$ cat src/design/wp_status_pkg.sv
// constants and types for the flash write-protection and status block
package wp_status_pkg;
    // status bit positions
    localparam int BIT_BUSY    = 0;
    localparam int BIT_ARMED   = 1;
    localparam int BIT_SIZE_LO = 2;
    localparam int BIT_SIZE_HI = 4;
    localparam int BIT_BOTTOM  = 5;
    localparam int BIT_SMALL   = 6;
    localparam int BIT_LOCK0   = 7;
    localparam int BIT_LOCK1   = 8;
    localparam int BIT_FOUR    = 9;
    localparam int BIT_INVERT  = 14;
    localparam int BIT_SUSP    = 15;
    // writable non-volatile bits of the 16-bit status word
    localparam logic [15:0] NV_MASK  = 16'h43fc;
    localparam logic [15:0] NV_RESET = 16'h0000;
    // instruction codes of the serial interface
    localparam logic [7:0] OP_WREN   = 8'h06;
    localparam logic [7:0] OP_WRDI   = 8'h04;
    localparam logic [7:0] OP_RDSR1  = 8'h05;
    localparam logic [7:0] OP_RDSR2  = 8'h35;
    localparam logic [7:0] OP_WRSR   = 8'h01;
    localparam logic [7:0] OP_PP     = 8'h02;
    localparam logic [7:0] OP_QPP    = 8'h32;
    localparam logic [7:0] OP_SE4    = 8'h20;
    localparam logic [7:0] OP_BE32   = 8'h52;
    localparam logic [7:0] OP_BE64   = 8'hd8;
    localparam logic [7:0] OP_CE     = 8'hc7;
    localparam logic [7:0] OP_WRSEC  = 8'h42;
    localparam logic [7:0] OP_SUSP   = 8'h75;
    localparam logic [7:0] OP_RESUME = 8'h7a;
    localparam logic [7:0] OP_DPD    = 8'hb9;
    localparam logic [7:0] OP_RDPD   = 8'hab;
    localparam logic [7:0] OP_QREAD  = 8'h6b;
    localparam logic [7:0] OP_QIOREAD= 8'heb;
    localparam logic [7:0] OP_QPI    = 8'h38;
    // lock encodings
    localparam logic [1:0] LOCK_SW   = 2'h0;
    localparam logic [1:0] LOCK_HW   = 2'h1;
    localparam logic [1:0] LOCK_PWR  = 2'h2;
    localparam logic [1:0] LOCK_OTP  = 2'h3;
    // timing
    localparam int CLK_MHZ        = 50;
    localparam int PUW_US         = 1000;
    localparam int PUW_CYC        = PUW_US * CLK_MHZ;
    localparam int BUSY_US        = 10;
    localparam int BUSY_CYC       = BUSY_US * CLK_MHZ;
    localparam int CNT_W          = 24;
    localparam int ADDR_W         = 23;
    localparam logic [ADDR_W-1:0] SEC4K_MASK  = 23'h000fff;
    localparam logic [ADDR_W-1:0] BLK32K_MASK = 23'h007fff;
    localparam logic [ADDR_W-1:0] BLK64K_MASK = 23'h00ffff;
    localparam logic [ADDR_W-1:0] ARRAY_TOP   = 23'h7fffff;
    typedef enum logic [2:0] {ST_IDLE, ST_OP, ST_ADDR, ST_DATA, ST_READ, ST_SKIP} frame_st_t;
endpackage : wp_status_pkg

$ cat src/design/wp_status_core.sv
// serial flash write-protection and status register block
`timescale 1ns/100ps
`default_nettype none
module wp_status_core
    import wp_status_pkg::*;
#(
    parameter int PUW_CYCLES  = wp_status_pkg::PUW_CYC,
    parameter int BUSY_CYCLES = wp_status_pkg::BUSY_CYC
) (
    // clock and reset
    input  wire logic                       mclk,
    input  wire logic                       arst_n,
    // serial interface pins
    input  wire logic                       sck,
    input  wire logic                       cs_n,
    input  wire logic                       si,
    output logic                            so,
    output logic                            so_oe,
    // protect and hold pins
    input  wire logic                       wp_n,
    input  wire logic                       hold_n,
    // non-volatile image kept across power cycles
    input  wire logic [15:0]                nv_image,
    output logic [15:0]                     nv_store,
    output logic                            nv_store_stb,
    // status and control towards the array engine
    output logic [15:0]                     status_word,
    output logic                            lane_mode_four,
    output logic                            array_op_stb,
    output logic [7:0]                      array_op_code,
    output logic [wp_status_pkg::ADDR_W-1:0] array_op_addr
);
    import wp_status_pkg::*;

    // reset release and pin synchronisers
    logic rst_meta_q;
    logic rst_n_q;
    always_ff @(posedge mclk or negedge arst_n) begin
        if (!arst_n) begin
            rst_meta_q <= 1'b0;
            rst_n_q    <= 1'b0;
        end else begin
            rst_meta_q <= 1'b1;
            rst_n_q    <= rst_meta_q;
        end
    end

    logic sck_s;
    logic cs_n_s;
    logic si_s;
    logic wp_n_s;
    wp_sync2 u_sync_sck (.mclk(mclk), .rst_n(rst_n_q), .d(sck),    .q(sck_s));
    wp_sync2 u_sync_cs  (.mclk(mclk), .rst_n(rst_n_q), .d(~cs_n),  .q(cs_n_s));
    wp_sync2 u_sync_si  (.mclk(mclk), .rst_n(rst_n_q), .d(si),     .q(si_s));
    wp_sync2 u_sync_wp  (.mclk(mclk), .rst_n(rst_n_q), .d(wp_n),   .q(wp_n_s));

    logic sck_d1_q;
    logic sel_d1_q;
    always_ff @(posedge mclk or negedge rst_n_q) begin
        if (!rst_n_q) begin
            sck_d1_q <= 1'b0;
            sel_d1_q <= 1'b0;
        end else begin
            sck_d1_q <= sck_s;
            sel_d1_q <= cs_n_s;
        end
    end
    logic sck_rise;
    logic sck_fall;
    logic frame_start;
    logic frame_end;
    assign sck_rise    = sck_s & ~sck_d1_q;
    assign sck_fall    = ~sck_s & sck_d1_q;
    assign frame_start = cs_n_s & ~sel_d1_q;
    assign frame_end   = ~cs_n_s & sel_d1_q;

    // power-up write delay and power-on state
    logic [CNT_W-1:0] puw_cnt_q;
    logic             puw_done_q;
    logic             nv_loaded_q;
    always_ff @(posedge mclk or negedge rst_n_q) begin
        if (!rst_n_q) begin
            puw_cnt_q  <= '0;
            puw_done_q <= 1'b0;
        end else if (!puw_done_q) begin
            puw_cnt_q  <= puw_cnt_q + CNT_W'(1);
            puw_done_q <= (puw_cnt_q >= CNT_W'(PUW_CYCLES - 1));
        end
    end

    // status register state
    logic [15:0] nv_q;
    logic        armed_q;
    logic        busy_q;
    logic        susp_q;
    logic        dpd_q;
    logic [1:0]  lock;
    assign lock = {nv_q[BIT_LOCK1], nv_q[BIT_LOCK0]};

    // frame decoder
    frame_st_t   st_q;
    logic [7:0]  sh_q;
    logic [2:0]  bit_q;
    logic [7:0]  op_q;
    logic [1:0]  bcnt_q;
    logic [23:0] addr_q;
    logic [15:0] wdata_q;
    logic [1:0]  wbytes_q;
    logic [7:0]  rd_q;
    logic        byte_done;
    logic [7:0]  byte_in;
    assign byte_done = sck_rise && (bit_q == 3'h7);
    assign byte_in   = {sh_q[6:0], si_s};

    // gating of an incoming opcode
    logic op_ok;
    always_comb begin
        op_ok = nv_loaded_q;
        if (dpd_q && byte_in != OP_RDPD) op_ok = 1'b0;
        // a suspended operation keeps busy up, so resume must get through
        if (busy_q && byte_in != OP_RDSR1 && byte_in != OP_RDSR2 && byte_in != OP_SUSP &&
            !(susp_q && byte_in == OP_RESUME))
            op_ok = 1'b0;
        if (!nv_q[BIT_FOUR] && (byte_in == OP_QPP || byte_in == OP_QREAD ||
            byte_in == OP_QIOREAD || byte_in == OP_QPI))
            op_ok = 1'b0;
    end

    logic is_write_op;
    assign is_write_op = (op_q == OP_PP) || (op_q == OP_QPP) || (op_q == OP_SE4) ||
                         (op_q == OP_BE32) || (op_q == OP_BE64) || (op_q == OP_WRSEC);

    always_ff @(posedge mclk or negedge rst_n_q) begin
        if (!rst_n_q) begin
            st_q     <= ST_IDLE;
            sh_q     <= '0;
            bit_q    <= '0;
            op_q     <= '0;
            bcnt_q   <= '0;
            addr_q   <= '0;
            wdata_q  <= '0;
            wbytes_q <= '0;
        end else if (frame_start) begin
            st_q     <= ST_OP;
            bit_q    <= '0;
            bcnt_q   <= '0;
            wbytes_q <= '0;
        end else if (!cs_n_s) begin
            st_q <= ST_IDLE;
        end else if (sck_rise) begin
            sh_q  <= byte_in;
            bit_q <= bit_q + 3'h1;
            if (byte_done) begin
                unique case (st_q)
                    ST_OP: begin
                        op_q <= byte_in;
                        if (!op_ok)
                            st_q <= ST_SKIP;
                        else if (byte_in == OP_WRSR)
                            st_q <= ST_DATA;
                        else if (byte_in == OP_RDSR1 || byte_in == OP_RDSR2)
                            st_q <= ST_READ;
                        else
                            st_q <= ST_ADDR;
                    end
                    ST_ADDR: begin
                        addr_q <= {addr_q[15:0], byte_in};
                        bcnt_q <= bcnt_q + 2'h1;
                        if (bcnt_q == 2'h2) st_q <= ST_DATA;
                    end
                    ST_DATA: begin
                        if (wbytes_q == 2'h0) wdata_q[7:0] <= byte_in;
                        if (wbytes_q == 2'h1) wdata_q[15:8] <= byte_in;
                        if (wbytes_q != 2'h3) wbytes_q <= wbytes_q + 2'h1;
                    end
                    ST_READ, ST_SKIP, ST_IDLE: begin
                    end
                endcase
            end
        end
    end

    // read shifter, status presented on falling edges
    logic [15:0] status_now;
    assign status_now = {susp_q, nv_q[BIT_INVERT], 4'h0, nv_q[9:2], armed_q, busy_q};
    always_ff @(posedge mclk or negedge rst_n_q) begin
        if (!rst_n_q) begin
            rd_q  <= '0;
            so    <= 1'b0;
            so_oe <= 1'b0;
        end else begin
            so_oe <= cs_n_s && (st_q == ST_READ);
            if (st_q == ST_READ && sck_fall) begin
                if (bit_q == 3'h0) begin
                    rd_q <= (op_q == OP_RDSR2) ? {status_now[14:8], 1'b0} : {status_now[6:0], 1'b0};
                    so   <= (op_q == OP_RDSR2) ? status_now[15] : status_now[7];
                end else begin
                    so   <= rd_q[7];
                    rd_q <= {rd_q[6:0], 1'b0};
                end
            end
        end
    end

    // end-of-frame decisions
    logic        wr_allowed;
    logic        frame_ok;
    logic [15:0] new_nv;
    logic        prot_hit;
    logic [ADDR_W-1:0] rng_lo;
    logic [ADDR_W-1:0] rng_hi;
    logic [ADDR_W-1:0] rng_mask;
    always_comb begin
        unique case (lock)
            LOCK_SW: wr_allowed = armed_q;
            LOCK_HW: wr_allowed = armed_q && wp_n_s;
            LOCK_PWR: wr_allowed = 1'b0;
            LOCK_OTP: wr_allowed = 1'b0;
        endcase
        if (nv_q[BIT_FOUR] && lock == LOCK_HW) wr_allowed = armed_q;
        frame_ok = (bit_q == 3'h0) && puw_done_q;
        new_nv   = (nv_q & ~NV_MASK) | ({wdata_q[15:8], wdata_q[7:0]} & NV_MASK);
        if (wbytes_q == 2'h1)
            new_nv = {nv_q[15:8], new_nv[7:0]};
        unique case (op_q)
            OP_SE4:  rng_mask = SEC4K_MASK;
            OP_BE32: rng_mask = BLK32K_MASK;
            OP_BE64: rng_mask = BLK64K_MASK;
            OP_CE:   rng_mask = ARRAY_TOP;
            default: rng_mask = '0;
        endcase
        rng_lo = addr_q[ADDR_W-1:0] & ~rng_mask;
        rng_hi = rng_lo | rng_mask;
    end

    wp_region_check u_region (
        .size_bits         (nv_q[BIT_SIZE_HI:BIT_SIZE_LO]),
        .bottom_select     (nv_q[BIT_BOTTOM]),
        .small_unit_select (nv_q[BIT_SMALL]),
        .invert_protection (nv_q[BIT_INVERT]),
        .lo_addr           (rng_lo),
        .hi_addr           (rng_hi),
        .hit               (prot_hit)
    );

    // operation timer drives busy
    logic [CNT_W-1:0] busy_cnt_q;
    logic             start_wrsr;
    logic             start_arr;
    assign start_wrsr = frame_end && st_q == ST_DATA && op_q == OP_WRSR && wbytes_q != 2'h0
                        && frame_ok && wr_allowed;
    assign start_arr  = frame_end && frame_ok && armed_q && !prot_hit &&
                        ((is_write_op && st_q == ST_DATA) ||
                         (op_q == OP_CE && st_q == ST_ADDR && bcnt_q == 2'h0));

    always_ff @(posedge mclk or negedge rst_n_q) begin
        if (!rst_n_q) begin
            busy_q     <= 1'b0;
            busy_cnt_q <= '0;
        end else if (start_wrsr || start_arr) begin
            busy_q     <= 1'b1;
            busy_cnt_q <= CNT_W'(BUSY_CYCLES - 1);
        end else if (busy_q && !susp_q) begin
            if (busy_cnt_q == '0)
                busy_q <= 1'b0;
            else
                busy_cnt_q <= busy_cnt_q - CNT_W'(1);
        end
    end

    // non-volatile bits and latch; the image is loaded after release
    always_ff @(posedge mclk or negedge rst_n_q) begin
        if (!rst_n_q) begin
            nv_q        <= NV_RESET;
            nv_loaded_q <= 1'b0;
            armed_q     <= 1'b0;
            susp_q      <= 1'b0;
            dpd_q       <= 1'b0;
        end else if (!nv_loaded_q) begin
            nv_q        <= nv_image & NV_MASK;
            if ({nv_image[BIT_LOCK1], nv_image[BIT_LOCK0]} == LOCK_PWR) begin
                nv_q[BIT_LOCK1] <= 1'b0;
                nv_q[BIT_LOCK0] <= 1'b0;
            end
            nv_loaded_q <= 1'b1;
        end else if (frame_end && st_q != ST_SKIP && st_q != ST_IDLE) begin
            if (start_wrsr) begin
                nv_q    <= new_nv;
                armed_q <= 1'b0;
            end else if (op_q == OP_WRSR || start_arr || (is_write_op && frame_ok)) begin
                armed_q <= 1'b0;
            end
            if (frame_ok && st_q == ST_ADDR && bcnt_q == 2'h0) begin
                if (op_q == OP_WREN && puw_done_q) armed_q <= 1'b1;
                if (op_q == OP_WRDI) armed_q <= 1'b0;
                if (op_q == OP_SUSP && busy_q) susp_q <= 1'b1;
                if (op_q == OP_RESUME) susp_q <= 1'b0;
                if (op_q == OP_DPD) dpd_q <= 1'b1;
                if (op_q == OP_RDPD) dpd_q <= 1'b0;
            end
        end
    end

    // outputs
    always_ff @(posedge mclk or negedge rst_n_q) begin
        if (!rst_n_q) begin
            nv_store       <= '0;
            nv_store_stb   <= 1'b0;
            status_word    <= '0;
            lane_mode_four <= 1'b0;
            array_op_stb   <= 1'b0;
            array_op_code  <= '0;
            array_op_addr  <= '0;
        end else begin
            nv_store_stb   <= start_wrsr;
            if (start_wrsr) nv_store <= new_nv;
            status_word    <= status_now;
            lane_mode_four <= nv_q[BIT_FOUR];
            array_op_stb   <= start_arr;
            if (start_arr) begin
                array_op_code <= op_q;
                array_op_addr <= rng_lo;
            end
        end
    end
endmodule : wp_status_core
`default_nettype wire

$ cat src/design/wp_sync2.sv
// two-flop synchroniser for one level
`timescale 1ns/100ps
`default_nettype none
module wp_sync2 (
    // clock and reset
    input  wire logic mclk,
    input  wire logic rst_n,
    // level in and out
    input  wire logic d,
    output var  logic q
);
    logic meta_q;
    always_ff @(posedge mclk or negedge rst_n) begin
        if (!rst_n) begin
            meta_q <= 1'b0;
            q      <= 1'b0;
        end else begin
            meta_q <= d;
            q      <= meta_q;
        end
    end
endmodule : wp_sync2
`default_nettype wire

$ cat src/design/wp_region_check.sv
// decides whether an address range touches the protected region
`timescale 1ns/100ps
`default_nettype none
module wp_region_check
    import wp_status_pkg::*;
(
    // protection selectors
    input  wire logic [2:0]        size_bits,
    input  wire logic              bottom_select,
    input  wire logic              small_unit_select,
    input  wire logic              invert_protection,
    // requested range
    input  wire logic [ADDR_W-1:0] lo_addr,
    input  wire logic [ADDR_W-1:0] hi_addr,
    // verdict
    output logic                   hit
);
    logic [ADDR_W-1:0] span;
    logic [ADDR_W-1:0] p_lo;
    logic [ADDR_W-1:0] p_hi;
    logic              none;
    logic              all;
    always_comb begin
        none = (size_bits == 3'h0);
        all  = (size_bits == 3'h7) && !small_unit_select;
        if (small_unit_select)
            span = ADDR_W'((24'h001000 << ((size_bits[2] ? 3'h4 : {1'b0, size_bits[1:0]}) - 3'h1)) - 24'h1);
        else
            span = ADDR_W'((24'h020000 << (size_bits - 3'h1)) - 24'h1);
        if (size_bits == 3'h7 && small_unit_select) span = ARRAY_TOP;
        if (size_bits == 3'h7) all = 1'b1;
        p_lo = bottom_select ? '0 : ARRAY_TOP - span;
        p_hi = bottom_select ? span : ARRAY_TOP;
        if (all) begin
            p_lo = '0;
            p_hi = ARRAY_TOP;
        end
        if (!invert_protection)
            hit = !none && (lo_addr <= p_hi) && (hi_addr >= p_lo);
        else if (none)
            hit = 1'b1;
        else if (all)
            hit = 1'b0;
        else
            // complement: anything outside the selected region is protected
            hit = (lo_addr < p_lo) || (hi_addr > p_hi);
    end
endmodule : wp_region_check
`default_nettype wire

$ cat config.mk
export PLATFORM = sky130hd
export DESIGN_NAME = wp_status_core
export DESIGN_NICKNAME = d
export VERILOG_FILES = /design/src/design/wp_status_pkg.sv /design/src/design/wp_status_core.sv /design/src/design/wp_sync2.sv /design/src/design/wp_region_check.sv
export SDC_FILE = /design/constraint.sdc
export NUM_CORES = 1
export LEC_CHECK = 0
export ABC_AREA = 1
export BUFFER_PORTS_ARGS = -buffer_cell sky130_fd_sc_hd__clkbuf_2
export CORE_UTILIZATION = 60
export DETAILED_ROUTE_END_ITERATION = 16
export PLACE_DENSITY_LB_ADDON = 0.12
export SLEW_MARGIN = 25
export SYNTH_ARGS = -nofsm -noshare
export SYNTH_HDL_FRONTEND = slang
export SYNTH_SLANG_ARGS = --single-unit
$ cat constraint.sdc
create_clock -name mclk -period 7.68 [get_ports mclk]
set_clock_uncertainty 0.05 [all_clocks]
set_input_delay 1.536 -clock mclk [delete_from_list [all_inputs] [get_ports mclk]]
set_output_delay 1.536 -clock mclk [all_outputs]
set_load 0.005 [all_outputs]
Word level (Yosys, flattened, before mapping)
Index checks and enable logic that the tools add are counted.
{"block": "totals", "wordCells": 275, "regBits": 217, "inputBits": 23, "output_inout_bits": 68}
{"block": "op_classes", "order_cmp": 5, "reduce_logical": 91, "n_mux": 65, "n_shift": 2, "add_sub_neg": 10, "bitwise": 14, "n_eq_ne": 48}
{"op": "$mux W23", "count": 6}
{"op": "$pmux W23 S4", "count": 1}
{"op": "$mux W24", "count": 3}
{"op": "$mux W16", "count": 4}
{"op": "$eq A8 B6 Y1 const B", "count": 6}
{"op": "$eq A8 B7 Y1 const B", "count": 6}
{"op": "$sub A23 B1 Y23 const B", "count": 2}
{"op": "$eq A8 B8 Y1 const B", "count": 5}
{"op": "$logic_and A1 B1 Y1", "count": 37}
{"op": "$mux W3", "count": 12}
{"op": "$add A24 B1 Y24 const B", "count": 1}
{"op": "$eq A8 B3 Y1 const B", "count": 3}
{"op": "$ge A24 B16 Y1 const B", "count": 1}
{"op": "$logic_not A24 Y1", "count": 1}
{"op": "$mux W2", "count": 12}
{"op": "$sub A24 B1 Y24 const B", "count": 1}
{"op": "$and A23 B23 Y23", "count": 1}
{"op": "$ge A23 B23 Y1", "count": 1}
{"op": "$gt A23 B23 Y1", "count": 1}
{"op": "$le A23 B23 Y1", "count": 1}
{"op": "$lt A23 B23 Y1", "count": 1}
{"op": "$mux W1", "count": 23}
{"op": "$not A23 Y23", "count": 1}
{"op": "$or A23 B23 Y23", "count": 1}
{"op": "other kinds (39)", "count": 104}

Logic depth before layout (Yosys ltp)
{"block": "depth", "depth_word": 24, "ltp_mapped": 28, "depth_no_buf": 28}

Cells and area by module
A second synthesis with hierarchy kept.
{"block": "hier_totals", "hier_cells": 1413, "hier_area_um2": 10999.3}
{"module": "wp_status_core", "cells_per_inst": 1144, "seq_area_each_um2": 4679.5, "area_each_um2": 9222.6, "n_inst": 1}
{"module": "wp_region_check", "cells_per_inst": 261, "seq_area_each_um2": 0.0, "area_each_um2": 1576.5, "n_inst": 1}
{"module": "wp_sync2", "cells_per_inst": 2, "seq_area_each_um2": 50.0, "area_each_um2": 50.0, "n_inst": 4}

Worst setup path after synthesis
No wires, ideal clock.
{"block": "synth_path", "path_kind": "reg-to-reg", "start": "register nv_q[6]", "end": "register busy_cnt_q[10]", "period_less_slack_ps": 3296, "required_ps": 7509, "setup_time_ps": 121, "path_slack_ps": 4384, "path_buffers": 1, "stages_incl_launch_ff": 27, "arrival_ps": 3125, "path_cell_list": "dfrtp_1 -> inv_2 -> nor2_4 -> inv_1 -> nor2_1 -> inv_1 -> ha_1 -> inv_1 -> xor2_1 -> or2_2 -> ha_1 -> a21oi_1 -> o21a_1 -> o21ai_0 -> nand3_1 -> nand2_1 -> nand2_1 -> nand2_1 -> nand2_1 -> nand2_1 -> nand2_1 -> a21oi_1 -> a21oi_1 -> nand2_4 -> nand2_4 -> buf_6 -> nor2_2"}
{"block": "synth_via", "elab_chain_cells": 16, "elab_cells_between_ends": 29, "classes_between": "1 x add/sub; 4 x order compare; 1 x eq/ne; 11 x mux; 12 x reduce/logical"}
{"element": "start: declaration", "line_no": "wp_status_core.sv:92", "text": "logic [15:0] nv_q;"}
{"element": "start signal: assignment", "line_no": "wp_status_core.sv:280", "text": "nv_q <= nv_image & NV_MASK;"}
{"element": "start signal: assignment", "line_no": "wp_status_core.sv:288", "text": "nv_q <= new_nv;"}
{"element": "$mux W23 or $logic_and A1 B1 Y1 (tied branches)", "line_no": "wp_region_check.sv:26, wp_region_check.sv:30"}
{"element": "$mux W23", "line_no": "wp_region_check.sv:30", "text": "if (size_bits == 3'h7 && small_unit_select) span = ARRAY_TOP;"}
{"element": "$sub A23 B23 Y23", "line_no": "wp_region_check.sv:32", "text": "p_lo = bottom_select ? '0 : ARRAY_TOP - span;"}
{"element": "$mux W23", "line_no": "wp_region_check.sv:32"}
{"element": "$mux W23", "line_no": "wp_region_check.sv:34", "text": "if (all) begin"}
{"element": "$lt A23 B23 Y1", "line_no": "wp_region_check.sv:46", "text": "hit = (lo_addr < p_lo) || (hi_addr > p_hi);"}
{"element": "$logic_or A1 B1 Y1", "line_no": "wp_region_check.sv:46"}
{"element": "$mux W1", "line_no": "wp_region_check.sv:42", "text": "else if (all)"}
{"element": "$mux W1", "line_no": "wp_region_check.sv:40", "text": "else if (none)"}
{"element": "$mux W1 *", "line_no": "wp_region_check.sv:38", "text": "if (!invert_protection)"}
{"element": "$logic_not A1 Y1 *", "line_no": "wp_status_core.sv:252", "text": "assign start_arr = frame_end && frame_ok && armed_q && !prot_hit &&"}
{"element": "$logic_and A1 B1 Y1 * (2 in a row)", "line_no": "wp_status_core.sv:252"}
{"element": "$logic_or A1 B1 Y1 *", "line_no": "wp_status_core.sv:260", "text": "end else if (start_wrsr || start_arr) begin"}
{"element": "$ne A2 B2 Y1 (no line) or $reduce_bool A2 Y1 (tied branches)"}
{"element": "$reduce_and A2 Y1 (no line)"}
{"element": "end signal: assignment", "line_no": "wp_status_core.sv:262", "text": "busy_cnt_q <= CNT_W'(BUSY_CYCLES - 1);"}
{"element": "end signal: assignment", "line_no": "wp_status_core.sv:267", "text": "busy_cnt_q <= busy_cnt_q - CNT_W'(1);"}
{"element": "end: declaration", "line_no": "wp_status_core.sv:247", "text": "logic [CNT_W-1:0] busy_cnt_q;"}
Mark *: on every way between the ends. The rest lies on a longest branch, timed or not.
A chain may end at the register's enable or synchronous reset.

Worst setup path in the final report
{"block": "layout_path", "start": "register nv_q[6]", "end": "register busy_cnt_q[8]"}
Same word-level chain as after synthesis.

==> impl_results.md <==
* Clock Latency Late Sink at around 0.43 ns
* DRC viols at 0
* Setup TNS at 0 ns
* CP max-delay cell: dfrtp_1
* Status: complete, no violations
* Wire length per cell at about 15 um
* Synth top area share at a little under half
* Crit Path Category: flip-flop to flip-flop
* Clock sinks at 195
* Clock Root Buffer: clkbuf_16
* Initial core utilization at 61.8%
* ANT nets after route at 0
* Yosys top cell by area: dfrtp_1
* Post-CTS sizing at 0
* Top post-synthesis cells by count: nand2_1, dfrtp_1, inv_1
* First-pass GRT wire length at about 39000 um
* Share of layout cells above drive strength 1 at 10.7%
* Most used cell along the critical path: nand2_1
* Buffers on Ports at 71
* Synth Register Bits at 195
* Syn Std Cell Area at between 0.01 and 0.015 mm2
* Largest net degree at the start of global routing at 74
* Iter 0 DRT Violations at approximately 470
* Post-synth ARST share at 100%
* Vias at about 8500
* Worst-path clk slew at about 0.08 ns
* Die H at 133 um
* Post-CTS Hold Buffers at 0
* Post-route insts no fill at between 1500 and 2000
* Ys flop type: dfrtp_1
* Final setup violation count at 0
* Vias per cell at 5.36
* Critical path's top delay family: simple AND/OR/NAND/NOR gates
* Clock Path Buffers at 2
* Minimum clock period at approximately 4.5 ns
* P&R area growth vs syn at 10.6%
* Post-synth EDFFs at 0
* GRT Total Usage at 27.9%
* Leakage at approximately 5.8 nW
* CTS H-tree depth at 4
* CTS tree: built
* Critical Path Fanout Max at 55
* CTS buffer count at 17
* Final HPWL DP at around 17000 um
* FP Rows at 47
* Netlist cell types at between 40 and 50
* Power density over the cells at 193 mW/mm2
* Die ar. at roughly 0.018 mm2
* Vias in the first global route at about 8000
* Final Cycle Share at 59.0%
* Core Footprint at 0.0167 mm2
* Syn avg cell area at around 8.0 um2
* Nets@finish at between 1000 and 1500
* Max Fclk at 221 MHz
* Crit-path max cell delay at approximately 0.51 ns
* Grt total ovfl at 0
* CP Capture Type: flip-flop
* Most frequent cell after synthesis: nand2_1
* Antenna diodes at 0
* Worst EP required at ~8 ns
* VDD IR-drop max at approximately 160 uV
* Slew HR at 39.6%
* Worst Hold Class: flip-flop to flip-flop
* Fin Hold WS at roughly 0.30 ns
* GPL Wtd Cong at between 0.9 and 1
* Critical Path AT at 4.79 ns
* Ports at 91
* Number of hold violations in the final report at 0
* Routed wire length at between 20000 and 25000 um
* YS warnings at 0
* Initial antenna violation count at 0
* Cells after synthesis at ~1300
* Placed insts at ~1600
* WP buf/inv at 5
* Final-report max-slew violation count at 0
* Slew @ Worst Pin at 0.906 ns
* Post-CTS Setup Bufs at 0
* Die width at about 130 um
* CP Launch Type: flip-flop
* RSZ-0062 raised after global routing: false
* Part of the Yosys area used for sequential elements at 47.3%
* Max Cap Viol at 0
* DRT Pass-1 Iters at 5
* Synth area leaders: dfrtp_1, nand2_1, inv_1
## kinds of logic after synthesis
group	after synthesis	synth area share, %
buf+inv	209	8.33
fa+ha+maj	49	5.94
compound gates	202	10.6
simple gates	593	24.7
xor+xnor	35	2.97
other cells	2	0.0728
flops	195	47.3
## where the power goes
group	switching (W)	leakage, nW	internal, W	total (W)
Sequential	0.0000360	2.49	0.00107	0.00110
Combinational	0.000147	3.07	0.0000683	0.000215
Clock	0.000415	0.282	0.000466	0.000881
Total	0.000598	5.84	0.00160	0.00220
## flip-flops by register name, summed over array words and instances, names as in the netlist, 7 cells and up
register / flops
status_word: 12
sh_q: 7
nv_store: 9
array_op_code: 8
array_op_addr: 23
puw_cnt_q: 24
addr_q: 23
nv_q: 9
wdata_q: 9
op_q: 8
rd_q: 7
busy_cnt_q: 24
## per-layer routing
| metal | GRT usage (%) | up-vias | wire length, um |
|---|---|---|---|
| li1 | - | 4301 | - |
| met1 | 35.7 | 3972 | 10400 |
| met2 | 47.4 | 184 | 11300 |
| met3 | 3.73 | 55 | 700 |
| met4 | 12.9 | 0 | 797 |
| met5 | 0 | - | 0 |
## area by class of cell
| type | instances | area, um2 |
|---|---|---|
| Multi-Input combinational cell | 892 | 4620 |
| Sequential cell | 195 | 4880 |
| Tap cell | 220 | 275 |
| Inverter | 175 | 657 |
| Clock inverter | 14 | 148 |
| Clock buffer | 18 | 439 |
| Timing Repair Buffer | 75 | 385 |
| Fill cell | 1432 | 5300 |
## worst register-to-register path: stages (launching register included)
cell and delay (ns):
dfrtp_1 0.51, inv_2 0.16, nor2_4 0.14, inv_1 0.05, nor2_1 0.12, inv_1 0.07, ha_1 0.22, inv_1 0.13
xor2_1 0.13, or2_2 0.32, ha_1 0.31, nand2_1 0.10, o21a_1 0.20, o21ai_0 0.15, nand3_1 0.10, nand2_1 0.07
nand2_1 0.05, nand2_1 0.05, nand2_1 0.04, nand2_1 0.07, nand2_1 0.05, a21oi_1 0.11, a21oi_1 0.11, nand2_4 0.45
nand2_4 0.31, inv_2 0.23, nand3_1 0.09
## layout by cell type (no fill, tap or decap), types with 18 or more instances in the layout
cell      count
a21oi_1      39
clkbuf_2     71
dfrtp_1     194
ha_1         49
inv_1       165
nand2_1     317
nand3_1      50
nand4_1      24
nor2_1      119
nor3_1       33
nor4_1       18
o21ai_0     109
o21ai_1      24
xor2_1       27
## through the flow
| step | power (W) | cell area, um2 | util (%) | setup WS [ns] |
|---|---|---|---|---|
| global route | 0.00228 | 11400 | 68.3 | 2.65 |
| floorplan | 0.00127 | 10400 | - | 1.79 |
| detailed placement | 0.00134 | 10800 | 64.8 | 3.17 |
| global placement | 0.00133 | 10800 | 64.8 | 3.21 |
| finish | 0.00220 | 11400 | 68.3 | 3.15 |
| CTS | 0.00221 | 11400 | 68.3 | 3.14 |
## final timing paths
path,start,cells past startpoint,slack (ns),endpoint
max reg2reg,nv_q[6]$_DFFE_PN0P_,26,3.15,busy_cnt_q[8]$_DFFE_PN0P_
max in group asynchronous,rst_n_q$_DFF_PN0_,1,5.87,array_op_code[2]$_DFFE_PN0P_
min reg2reg,u_sync_sck.meta_q$_DFF_PN0_,0,0.30,u_sync_sck.q$_DFF_PN0_
min,u_sync_sck.meta_q$_DFF_PN0_,0,0.30,u_sync_sck.q$_DFF_PN0_
max,nv_q[6]$_DFFE_PN0P_,26,3.15,busy_cnt_q[8]$_DFFE_PN0P_
min in group asynchronous,rst_n_q$_DFF_PN0_,0,0.34,st_q[2]$_DFFE_PN0P_
No activity file was read; power rests on OpenSTA's default activity.
